File: config.mk
export PLATFORM = sky130hd
export DESIGN_NAME = dsd_top
export DESIGN_NICKNAME = d
export VERILOG_FILES = /design/src/hw/dsd_pkg.sv /design/src/hw/dsd_clear_code.sv /design/src/hw/dsd_sync.sv /design/src/hw/dsd_top.sv
export SDC_FILE = /design/constraint.sdc
export NUM_CORES = 1
export LEC_CHECK = 0
export BUFFER_PORTS_ARGS = -buffer_cell sky130_fd_sc_hd__buf_2
export CAP_MARGIN = 20
export CORE_MARGIN = 3
export CORE_UTILIZATION = 38
export DETAILED_ROUTE_END_ITERATION = 6
export MAX_ROUTING_LAYER = met4
export SYNTH_ARGS = -nofsm -noshare
export SYNTH_HDL_FRONTEND = slang
export SYNTH_HIERARCHICAL = 1
export SYNTH_SLANG_ARGS = --single-unit
File: constraint.sdc
create_clock -name clk -period 2.05 [get_ports clk]
set_input_delay 0.205 -clock clk [delete_from_list [all_inputs] [get_ports clk]]
set_output_delay 0.205 -clock clk [all_outputs]
set_load 0.01 [all_outputs]
File: src/hw/dsd_pkg.sv
// dsd_pkg: frame layout, select codes, bit positions and defaults for the serial command decoder
// assumes a 40 MHz core clock and a slow host-driven serial clock
package dsd_pkg;
  localparam int FRAME_BITS = 24;
  localparam int BIT_RW = 23;
  localparam int BIT_ZERO = 22;
  localparam int SEL_HI = 21;
  localparam int SEL_LO = 19;
  localparam int CH_HI = 18;
  localparam int CH_LO = 16;
  localparam int DATA_W = 16;
  localparam int RANGE_W = 3;
  localparam int CFG_W = 4;
  localparam int CNT_W = 5;
  // target select codes
  localparam logic [2:0] SEL_DAC = 3'h0;
  localparam logic [2:0] SEL_RANGE = 3'h1;
  localparam logic [2:0] SEL_POWER = 3'h2;
  localparam logic [2:0] SEL_CTRL = 3'h3;
  // channel address codes
  localparam logic [2:0] CH_A = 3'h0;
  localparam logic [2:0] CH_B = 3'h2;
  localparam logic [2:0] CH_BOTH = 3'h4;
  // control function codes in the channel field
  localparam logic [2:0] FN_NOP = 3'h0;
  localparam logic [2:0] FN_CONFIG = 3'h1;
  localparam logic [2:0] FN_CLEAR = 3'h4;
  localparam logic [2:0] FN_LOAD = 3'h5;
  // configuration bit positions
  localparam int CFG_SDO_DIS = 0;
  localparam int CFG_CLR_SEL = 1;
  localparam int CFG_CLAMP = 2;
  localparam int CFG_TSD = 3;
  localparam logic [3:0] CFG_RESET = 4'h4;
  localparam logic [2:0] RANGE_RESET = 3'h0;
  localparam logic [2:0] RANGE_BIPOLAR_MIN = 3'h3;
  localparam logic [15:0] CODE_ZERO = 16'h0000;
  localparam logic [15:0] CODE_MID = 16'h8000;
  localparam logic [15:0] POWER_RESET = 16'h0000;
  localparam logic [15:0] POWER_RW_MASK = 16'h0015;
  // power control bit positions
  localparam int PWR_PU_A = 0;
  localparam int PWR_PU_B = 2;
  localparam int PWR_PU_REF = 4;
  localparam int PWR_TSD = 5;
  localparam int PWR_OC_A = 7;
  localparam int PWR_OC_B = 9;
  // idle pin levels, in synchroniser order: sync, sclk, sdi, clear, coding, oc a, oc b, temp
  localparam logic [7:0] PIN_IDLE = 8'hf0;
  // overcurrent limit in clamp mode, informative for the analog side
  localparam int CLAMP_MA = 20;
endpackage

File: src/hw/dsd_clear_code.sv
// dsd_clear_code: picks the clear code for one channel from its range
// purely combinational, used once per channel
`timescale 1ns/1ps
`default_nettype none
module dsd_clear_code #(
  parameter int DW = 16
) (
  input wire logic [2:0] range_code,
  input wire logic clear_level_select,
  input wire logic twos_comp,
  output logic [DW-1:0] code
);
  logic bipolar;
  assign bipolar = range_code >= dsd_pkg::RANGE_BIPOLAR_MIN;
  // 0 v: zero for unipolar, midscale offset or zero twos for bipolar
  always_comb
  begin
    if (!clear_level_select)
      code = (bipolar && !twos_comp) ? dsd_pkg::CODE_MID : dsd_pkg::CODE_ZERO;
    else if (!bipolar)
      code = dsd_pkg::CODE_MID;
    else
      code = twos_comp ? dsd_pkg::CODE_MID : dsd_pkg::CODE_ZERO;
  end
endmodule // dsd_clear_code
`default_nettype wire

File: src/hw/dsd_sync.sv
// dsd_sync: two-flop synchroniser for host pins
// assumes inputs are asynchronous to clk
`timescale 1ns/1ps
`default_nettype none
module dsd_sync #(
  parameter int W = 1,
  parameter logic [W-1:0] INIT = '0
) (
  input wire logic clk,
  input wire logic rst,
  input wire logic [W-1:0] d,
  output logic [W-1:0] q
);
  logic [W-1:0] meta_ff;
  logic [W-1:0] q_ff;
  // first stage feeds only the second
  always_ff @(posedge clk)
  begin
    if (rst)
    begin
      meta_ff <= INIT;
      q_ff <= INIT;
    end
    else
    begin
      meta_ff <= d;
      q_ff <= meta_ff;
    end
  end
  assign q = q_ff;
endmodule // dsd_sync
`default_nettype wire

File: src/hw/dsd_top.sv
// dsd_top: serial command decoder and register bank of a dual output dac
// assumes host drives sclk, sync_n and serial_data_input; clk is 40 MHz and much faster
// Operation
// - a frame is exactly 24 bits, one bit per serial clock
// - frame bits arrive most significant first
// - layout is rw, zero, 3-bit select, 3-bit channel, 16 data bits
// - rw flag picks read or write; all registers readable, writable except the power alert bits
// - select 000 targets the dac code register of the channel
// - select 001 targets the output range register of the channel
// - select 010 targets the power control register
// - select 011 runs a control function chosen by the channel field
// - channel 000 is a, 010 is b, 100 is both
// - code width 16, 14 or 12 bits, left justified, low bits ignored
// - range write uses data bits 2..0, higher bits ignored
// - control function 000 is a no-op, companion for readback
// - control function 001 writes tsd, clamp, clear level, serial_output_disable
// - control function 100 clears both codes and updates outputs now
// - control function 101 loads input codes into the output registers
// - serial_output_disable bit 1 turns serial output off; default 0
// - clamp enable set keeps channel powered and limits current
// - clamp enable clear powers a channel down on overcurrent
// - thermal shutdown acts only while enabled; default disabled
// - clear level selects 0 v or midscale / negative full scale
`timescale 1ns/1ps
`default_nettype none
module dsd_top #(
  parameter int CODE_BITS = 16
) (
  input wire logic clk,
  input wire logic rst,
  input wire logic sclk,
  input wire logic sync_n,
  input wire logic serial_data_input,
  input wire logic twos_comp,
  input wire logic async_clear_pin_n,
  input wire logic overcurrent_a,
  input wire logic overcurrent_b,
  input wire logic overtemp,
  output logic serial_data_output,
  output logic serial_data_output_oe,
  output logic [15:0] dac_out_a,
  output logic [15:0] dac_out_b,
  output logic [2:0] range_a,
  output logic [2:0] range_b,
  output logic power_up_a,
  output logic power_up_b,
  output logic power_up_ref,
  output logic current_clamp_enable,
  output logic overtemp_shutdown_enable,
  output logic clear_level_select,
  output logic serial_output_disable
);
  // timing model: the host pins are slow against clk, so every pin is seen two clk
  // late and edges are found by comparing the synchronised level with its copy from
  // the previous clk. shift, count and sdo therefore trail the sclk fall by about
  // three clk; a host must keep each sclk phase at least four clk long or bits are
  // lost. a frame is only acted on at the sync rise, never mid-frame, so a host that
  // gives up part way through leaves every register untouched.
  typedef struct packed {
    logic sclk_d;
    logic sync_d;
    logic [dsd_pkg::FRAME_BITS-1:0] shift;
    logic [dsd_pkg::CNT_W-1:0] count;
    logic [dsd_pkg::FRAME_BITS-1:0] readback;
    logic [15:0] in_a;
    logic [15:0] in_b;
    logic [15:0] out_a;
    logic [15:0] out_b;
    logic [2:0] rng_a;
    logic [2:0] rng_b;
    logic [15:0] power;
    logic [3:0] cfg;
    logic sdo;
    logic sdo_oe;
  } dsd_state_t;

  dsd_state_t st_ff;
  dsd_state_t nxt_st;
  logic sclk_s;
  logic sync_s;
  logic sdi_s;
  logic clr_s_n;
  // analog side status and the coding pin are asynchronous to clk as well
  logic twos_s;
  logic oca_s;
  logic ocb_s;
  logic ot_s;
  logic [15:0] clr_code_a;
  logic [15:0] clr_code_b;
  logic [23:0] fr;
  logic [2:0] sel;
  logic [2:0] ch;
  logic [15:0] dat;
  logic [15:0] code_mask;

  // all outside pins pass two flops before use; the reset image matches the idle
  // pin levels, so no false sclk or sync edge is seen right after reset
  dsd_sync #(.W(8), .INIT(dsd_pkg::PIN_IDLE)) u_sync (
    .clk(clk),
    .rst(rst),
    .d({sync_n, sclk, serial_data_input, async_clear_pin_n,
        twos_comp, overcurrent_a, overcurrent_b, overtemp}),
    .q({sync_s, sclk_s, sdi_s, clr_s_n,
        twos_s, oca_s, ocb_s, ot_s})
  );

  dsd_clear_code #(.DW(dsd_pkg::DATA_W)) u_clr_a (
    .range_code(st_ff.rng_a),
    .clear_level_select(st_ff.cfg[dsd_pkg::CFG_CLR_SEL]),
    .twos_comp(twos_s),
    .code(clr_code_a)
  );

  dsd_clear_code #(.DW(dsd_pkg::DATA_W)) u_clr_b (
    .range_code(st_ff.rng_b),
    .clear_level_select(st_ff.cfg[dsd_pkg::CFG_CLR_SEL]),
    .twos_comp(twos_s),
    .code(clr_code_b)
  );

  // field split of the captured frame
  // frame field layout
  assign fr = st_ff.shift;
  assign sel = fr[dsd_pkg::SEL_HI:dsd_pkg::SEL_LO];
  assign ch = fr[dsd_pkg::CH_HI:dsd_pkg::CH_LO];
  assign dat = fr[dsd_pkg::DATA_W-1:0];
  assign code_mask = ~((16'h0001 << (dsd_pkg::DATA_W - CODE_BITS)) - 16'h0001);

  // register contents as read back, aligned in the 24-bit answer frame
  function automatic logic [15:0] read_value(input dsd_state_t s, input logic [2:0] rs,
                                             input logic [2:0] rc);
    logic [15:0] v;
    v = 16'h0000;
    unique case (rs)
      dsd_pkg::SEL_DAC: v = (rc == dsd_pkg::CH_B) ? s.in_b : s.in_a;
      dsd_pkg::SEL_RANGE: v = {13'h0000, (rc == dsd_pkg::CH_B) ? s.rng_b : s.rng_a};
      dsd_pkg::SEL_POWER: v = s.power;
      dsd_pkg::SEL_CTRL: v = {12'h000, s.cfg};
      default: v = 16'h0000;
    endcase
    return v;
  endfunction

  // channel field decode, shared by code and range writes
  // a, b or both
  function automatic logic hits_a(input logic [2:0] c);
    return c == dsd_pkg::CH_A || c == dsd_pkg::CH_BOTH;
  endfunction

  function automatic logic hits_b(input logic [2:0] c);
    return c == dsd_pkg::CH_B || c == dsd_pkg::CH_BOTH;
  endfunction

  // force clear codes into input and output codes; the clear command and the
  // clear pin share it so both always pick the same per-range code
  function automatic dsd_state_t with_clear(input dsd_state_t s, input logic [15:0] ca,
                                            input logic [15:0] cb);
    dsd_state_t r;
    r = s;
    r.in_a = ca;
    r.in_b = cb;
    r.out_a = ca;
    r.out_b = cb;
    return r;
  endfunction

  // next state: shifting, frame decode, clear and fault handling
  always_comb
  begin
    nxt_st = st_ff;
    nxt_st.sclk_d = sclk_s;
    nxt_st.sync_d = sync_s;
    // msb first shift on sclk falling edge while framed
    if (!sync_s && st_ff.sclk_d && !sclk_s)
    begin
      nxt_st.shift = {st_ff.shift[dsd_pkg::FRAME_BITS-2:0], sdi_s};
      // saturate so an overlong frame can never wrap back to a legal count
      nxt_st.count = (&st_ff.count) ? st_ff.count : st_ff.count + 5'h01;
      // readback data leaves msb first on the same edge
      nxt_st.sdo = st_ff.readback[dsd_pkg::FRAME_BITS-1];
      nxt_st.readback = {st_ff.readback[dsd_pkg::FRAME_BITS-2:0], 1'b0};
    end
    // start of frame resets the bit count
    if (st_ff.sync_d && !sync_s)
      nxt_st.count = '0;
    // act on sync rising edge only with exactly 24 bits
    if (!st_ff.sync_d && sync_s && st_ff.count == 5'(dsd_pkg::FRAME_BITS))
    begin
      // read flag: load answer for next frame
      if (fr[dsd_pkg::BIT_RW])
        nxt_st.readback = {8'h00, read_value(st_ff, sel, ch)};
      else
      begin
        unique case (sel)
          dsd_pkg::SEL_DAC:
          begin
            if (hits_a(ch))
              nxt_st.in_a = dat & code_mask;
            if (hits_b(ch))
              nxt_st.in_b = dat & code_mask;
          end
          // range write, low three bits only
          dsd_pkg::SEL_RANGE:
          begin
            if (hits_a(ch))
              nxt_st.rng_a = dat[dsd_pkg::RANGE_W-1:0];
            if (hits_b(ch))
              nxt_st.rng_b = dat[dsd_pkg::RANGE_W-1:0];
          end
          // power control, alert bits kept read only
          dsd_pkg::SEL_POWER:
            nxt_st.power = (st_ff.power & ~dsd_pkg::POWER_RW_MASK) |
                           (dat & dsd_pkg::POWER_RW_MASK);
          dsd_pkg::SEL_CTRL:
          begin
            unique case (ch)
              dsd_pkg::FN_NOP: nxt_st.cfg = st_ff.cfg;
              dsd_pkg::FN_CONFIG: nxt_st.cfg = dat[dsd_pkg::CFG_W-1:0];
              // clear both channels and update now
              dsd_pkg::FN_CLEAR:
                nxt_st = with_clear(nxt_st, clr_code_a, clr_code_b);
              dsd_pkg::FN_LOAD:
              begin
                nxt_st.out_a = st_ff.in_a;
                nxt_st.out_b = st_ff.in_b;
              end
              default: nxt_st.cfg = st_ff.cfg;
            endcase
          end
          default: nxt_st.cfg = st_ff.cfg;
        endcase
      end
    end
    // async clear pin, synchronised, forces clear codes
    // the pin wins over a frame ending in the same clk, so a held pin always clears
    if (!clr_s_n)
      nxt_st = with_clear(nxt_st, clr_code_a, clr_code_b);
    // overcurrent alert bits follow the synchronised faults; set wins over a host write
    nxt_st.power[dsd_pkg::PWR_OC_A] = oca_s;
    nxt_st.power[dsd_pkg::PWR_OC_B] = ocb_s;
    // power down on overcurrent when clamp is off
    // with clamp on the channel stays powered
    if (!st_ff.cfg[dsd_pkg::CFG_CLAMP] && oca_s)
      nxt_st.power[dsd_pkg::PWR_PU_A] = 1'b0;
    if (!st_ff.cfg[dsd_pkg::CFG_CLAMP] && ocb_s)
      nxt_st.power[dsd_pkg::PWR_PU_B] = 1'b0;
    // thermal shutdown only when enabled; alert is sticky until reset
    if (st_ff.cfg[dsd_pkg::CFG_TSD] && ot_s)
    begin
      nxt_st.power[dsd_pkg::PWR_TSD] = 1'b1;
      nxt_st.power[dsd_pkg::PWR_PU_A] = 1'b0;
      nxt_st.power[dsd_pkg::PWR_PU_B] = 1'b0;
    end
    // serial output drives only when enabled and framed
    nxt_st.sdo_oe = !st_ff.cfg[dsd_pkg::CFG_SDO_DIS] && !sync_s;
  end

  // state register with reset defaults
  always_ff @(posedge clk)
  begin
    if (rst)
    begin
      st_ff <= '0;
      st_ff.sclk_d <= 1'b1;
      st_ff.sync_d <= 1'b1;
      st_ff.cfg <= dsd_pkg::CFG_RESET;
      st_ff.power <= dsd_pkg::POWER_RESET;
      st_ff.rng_a <= dsd_pkg::RANGE_RESET;
      st_ff.rng_b <= dsd_pkg::RANGE_RESET;
    end
    else
      st_ff <= nxt_st;
  end

  // outputs straight from the state flops
  assign serial_data_output = st_ff.sdo;
  assign serial_data_output_oe = st_ff.sdo_oe;
  assign dac_out_a = st_ff.out_a;
  assign dac_out_b = st_ff.out_b;
  assign range_a = st_ff.rng_a;
  assign range_b = st_ff.rng_b;
  assign power_up_a = st_ff.power[dsd_pkg::PWR_PU_A];
  assign power_up_b = st_ff.power[dsd_pkg::PWR_PU_B];
  assign power_up_ref = st_ff.power[dsd_pkg::PWR_PU_REF];
  assign clear_level_select = st_ff.cfg[dsd_pkg::CFG_CLR_SEL];
  assign current_clamp_enable = st_ff.cfg[dsd_pkg::CFG_CLAMP];
  assign overtemp_shutdown_enable = st_ff.cfg[dsd_pkg::CFG_TSD];
  assign serial_output_disable = st_ff.cfg[dsd_pkg::CFG_SDO_DIS];
endmodule // dsd_top
`default_nettype wire
-- After elaboration in Yosys (flattened, before gate mapping)
Cells that the tools add are included.
- reductions and logical operators: 27
- magnitude comparators: 2
- multiplexer cells: 32
- equality and inequality tests: 16
- bitwise logic cells: 1
- add/sub/neg operators: 1
- operators by type and width (kind ; count):
    $mux W92 ; 2
    $mux W16 ; 11
    $mux W147 ; 1
    $pmux W32 S2 ; 2
    $mux W32 ; 2
    $pmux W16 S4 ; 1
    $mux W53 ; 1
    $mux W31 ; 1
    $mux W24 ; 1
    $or A16 B5 Y16 ; 1
    $ne A3 B3 Y1 const B ; 5
    $reduce_and A5 Y1 ; 3
    $logic_and A1 B1 Y1 ; 11
    $mux W5 ; 2
    $eq A3 B2 Y1 const B ; 3
    $mux W3 ; 3
    $mux W4 ; 2
    $eq A3 B1 Y1 const B ; 2
    $eq A3 B3 Y1 const B ; 2
    $ge A3 B2 Y1 const B ; 2
    $logic_not A1 Y1 ; 6
    $logic_not A3 Y1 ; 2
    $mux W6 ; 1
    $ne A2 B2 Y1 const B ; 3
    6 further kinds ; 9
- word-level logic and storage cells: 98
- register bits: 163
- output and inout port bits: 47

-- Depth between registers and ports, before layout
- word-level depth: 10
- depth in mapped cells: 9
- mapped depth without buffers: 7

-- Hierarchy
Netlist, hierarchy kept.
- by module, submodules not included (module ; cells each ; area an instance (sq um) ; seq. area each (sq um) ; instances):
    dsd_top ; 831 ; 7069.3 ; 2742.6 ; 1
    dsd_sync ; 33 ; 439.2 ; 320.3 ; 1
    dsd_clear_code ; 21 ; 151.4 ; 0.0 ; 2

-- Least setup slack after synthesis
No wires, ideal clock.
- kind: reg-to-reg
- start: register st_ff[116] (netlist bit)
- end: register st_ff, in the netlist dac_out_a[0]
- slack: 68 ps
- required time: 1918 ps
- arrival: 1849 ps
- buffers on the path: 2
- period minus slack after synthesis: 1982 ps
- cell stages (with the launch flop): 8
- setup time: 132 ps
- cells stage by stage: dfxtp_1 inv_1 ha_1 or3b_1 clkbuf_1 o41ai_4 clkbuf_1 a21oi_1
- longest elaborated chain between the ends: 4
- ends and longest elaborated chain (what ; line ; text):
    start, declared ; dsd_top.sv:77 ; dsd_state_t st_ff;
    start signal, assigned ; dsd_top.sv:272 ; st_ff <= nxt_st;
    $eq A5 B5 Y1 ; dsd_top.sv:187 ; if (!st_ff.sync_d && sync_s && st_ff.count == 5'(dsd_pkg::FRAME_BITS))
    $logic_and A1 B1 Y1 ; dsd_top.sv:187 ;
    $ne A2 B2 Y1 (no line) ; n/a ;
    $reduce_and A4 Y1 (no line) ; n/a ;
No other way between the ends.
A chain may end at the register's enable or synchronous reset.

-- Worst setup path in the final report
- start: register st_ff[116] (netlist bit)
- end: register st_ff, in the netlist dac_out_a[7]
Same word-level chain as after synthesis.

==> impl_metrics.toml <==
[run_status]
status = "completed"

[floorplanning]
die_w_um = 149.4
die_y_um = 149.4
io_pins = 57
core_sq_um = 19850
num_rows = 51
start_util_pct = 39.36
die_area_sq_um = 22310

[finish]
fillers = 1932
multiInputGateArea_sq_um = 4056
layout.nets = 930
final_area_sq_um = 8905
sequential_cell_area_sq_um = 3065
diodes = 0
synthToLayoutAreaGrowth_pct = 14.00
layout-drive-gt1-share_pct = 16.56

[critical_path]
crit_type = "reg2reg"
crit_required_ps = 2410
critPathLaunchType = "register"
r2r_slack_ps = 80
rr_worst_depth = 8
worstReg2RegStart = "st_ff[116]"
path_max_fanout = 16
arrival_ps = 2320
worst_r2r_endpoint = "dac_out_a[7]"
end_kind = "register"

[power_and_ir_drop]
p_per_area_nw_per_um2 = 732.2
p_int_mw = 4.816
p_sw_mw = 1.705
peakVddDrop_mv = 0.5910
leakage_nw = 3.454
sw_frac_of_total_pct = 26.14
power.total_mw = 6.520
pwr-share-seq_pct = 46.7
power_frac_comb_pct = 5.9
p_clk_share_pct = 47.4

[min_path]
min_delay_path_depth = 2
holdCritPathClass = "in2reg"
min_from = "rst"
min_to = "st_ff[11]"

[clock_network]
clkTransAtPathRegs_ps = 70
clock-sinks = 153
clockRootBuffer = "clkbuf_16"
clockBufferDepth = 2
clkLatencyLatePin_ps = 430
cts_tree = "yes"
cts_buffers = 17
h-tree-depth = 4

[drt]
met3_length_um = 829
drtIter0Drc = 496
route.detailed.drc = 0
via_count = 6363
viasPerCell = 5.325
routed_wl_mm = 20.37
drt-met1-wl_mm = 9.883
wl_per_cell_um = 17.05
ant_nets = 0
highest_layer = "met4"
dr_wl_met2_mm = 9.446
first_pass_iters = 5

[logic_synthesis]
synth-seq-area-share_pct = 39.21
netlist_instances = 906
synth.distinct_cells = 55
synth_area_sq_um = 7811
synth_flop_cell = "dfxtp_1"
ys_top_cells_by_count = "153 x dfxtp_1, 113 x nand2_1, 106 x a21oi_1"
synth.avg_cell_area_sq_um = 8.622
synth.most_common_cell = "dfxtp_1"
yosys-top-cells-area = "dfxtp_1 39%, mux2i_1 8.7%, a21oi_1 6.8%"
yosys_warnings = 6
synth_top_area_share_pct = 39.21
synth-seq-cells = 153
yosys.area.top_type = "dfxtp_1"
synth-edff-count = 0
synth-async-reset-ratio_pct = 0

[sta]
finalCriticalPeriod_ps = 1968
setup-violations-final = 0
final-max-slew-violation-count = 0
grt_setup_unrepaired = "true"
final.setup.tns_ps = 0
fmax_ghz = 0.5082
clock_skew_ps = 7.421
period_share_pct = 95.99
hold_viol = 0

[place]
gp_congestion = 0.8309
dp_hpwl_mm = 12.54
place_area_sq_um = 8133
io_buffers = 56

[global_routing]
track_usage_pct = 19.03
antenna_found_initial = 0
grt_pass1_vias = 6013
grt_pass1_wl_mm = 32.93
overflow = 0
grt_max_degree = 101

[flow_run]
maxCapViolCount = 0
logic make-up after synthesis:
kind of cell,Yosys count,synth area share (%)
xor gates and xnor gates,4,0.4486
muxes,75,9.723
DFF,153,39.21
other,2,0.09614
adders and majority gates,3,0.4806
AOI/OAI and AO/OA,275,23.26
and+or+nand+nor,249,16.24
buffers and inverters,145,10.54
routing by layer:
layer  up-vias  track usage, %
met3        19           3.555
met4         0           4.714
met1      3066           26.04
met5         -               -
met2       116           29.21
li1       3162               -
placed cells by master, fill, tap and decap left out, types with 30 or more instances in the layout:
cell	Yosys	routed
dfxtp_1	153	151
nand2_1	113	113
conb_1	2	30
nor2b_1	40	40
buf_2	13	56
mux2i_1	68	68
o221ai_1	32	32
a21boi_0	32	32
a21oi_1	106	106
a22o_1	32	32
sequential cells by signal, indices dropped and copies added (netlist names), 3 cells and up:
name            flops
u_sync/q            8
fr                 24
range_a             3
dac_out_b          16
range_b             3
u_sync/meta_ff      8
st_ff              66
dac_out_a          16
stage by stage:
stage               hold slack, ps  instances  utilization [%]  setup WS, ps
global placement             381.9       1149            40.98         83.73
global route                 193.3       1195            44.87        -23.38
floorplan                    302.1        934                -         68.16
detailed placement           384.2       1149            40.98         10.36
finish                       171.9       1195            44.87         82.23
CTS                          157.4       1191            44.49         56.87
power groups by stage:
stage / clock network (mW) / logic (mW) / registers [mW]
floorplan: 0 / 0.326 / 3.10
global placement: 0 / 0.342 / 3.11
detailed placement: 0 / 0.345 / 3.11
CTS: 3.14 / 0.368 / 3.05
global route: 3.28 / 0.428 / 3.05
finish: 3.09 / 0.385 / 3.05
worst max path at each step:
stage | from | endpoint | slack (ps) | cells past startpoint
floorplan | st_ff[116] | dac_out_a[0] | 70 | 7
global placement | st_ff[116] | dac_out_a[0] | 80 | 7
detailed placement | st_ff[116] | dac_out_a[0] | 10 | 7
CTS | st_ff[116] | dac_out_a[7] | 60 | 7
global route | st_ff[116] | dac_out_a[10] | -20 | 8
finish | st_ff[116] | dac_out_a[7] | 80 | 8
worst max-delay path: stages (launching register included):
cell	delay, ps
dfxtp_2	320
inv_1	50
ha_2	160
or3b_4	410
o41ai_4	310
buf_6	210
clkbuf_16	200
o21ai_0	80
a21oi_1	140
timing repair:
action | CTS | global route
endpoints found under the setup margin | 13 | 34
gates resized for setup | 0 | 6
hold buffers | 8 | 0
buffers inserted | 1 | 2
pin swaps | 1 | 2
cloned | 1 | 2
hold endpoints to repair | 8 | 0
final cells by class:
class / instances / share of cell area [%]
Clock buffer: 17 / 4.777
Clock inverter: 15 / 1.686
Inverter: 5 / 0.2108
Multi-Input combinational cell: 636 / 45.55
Sequential cell: 153 / 34.42
Tap cell: 265 / 3.723
Timing Repair Buffer: 104 / 9.625
Note: power is estimated with default switching activity, not from simulation.
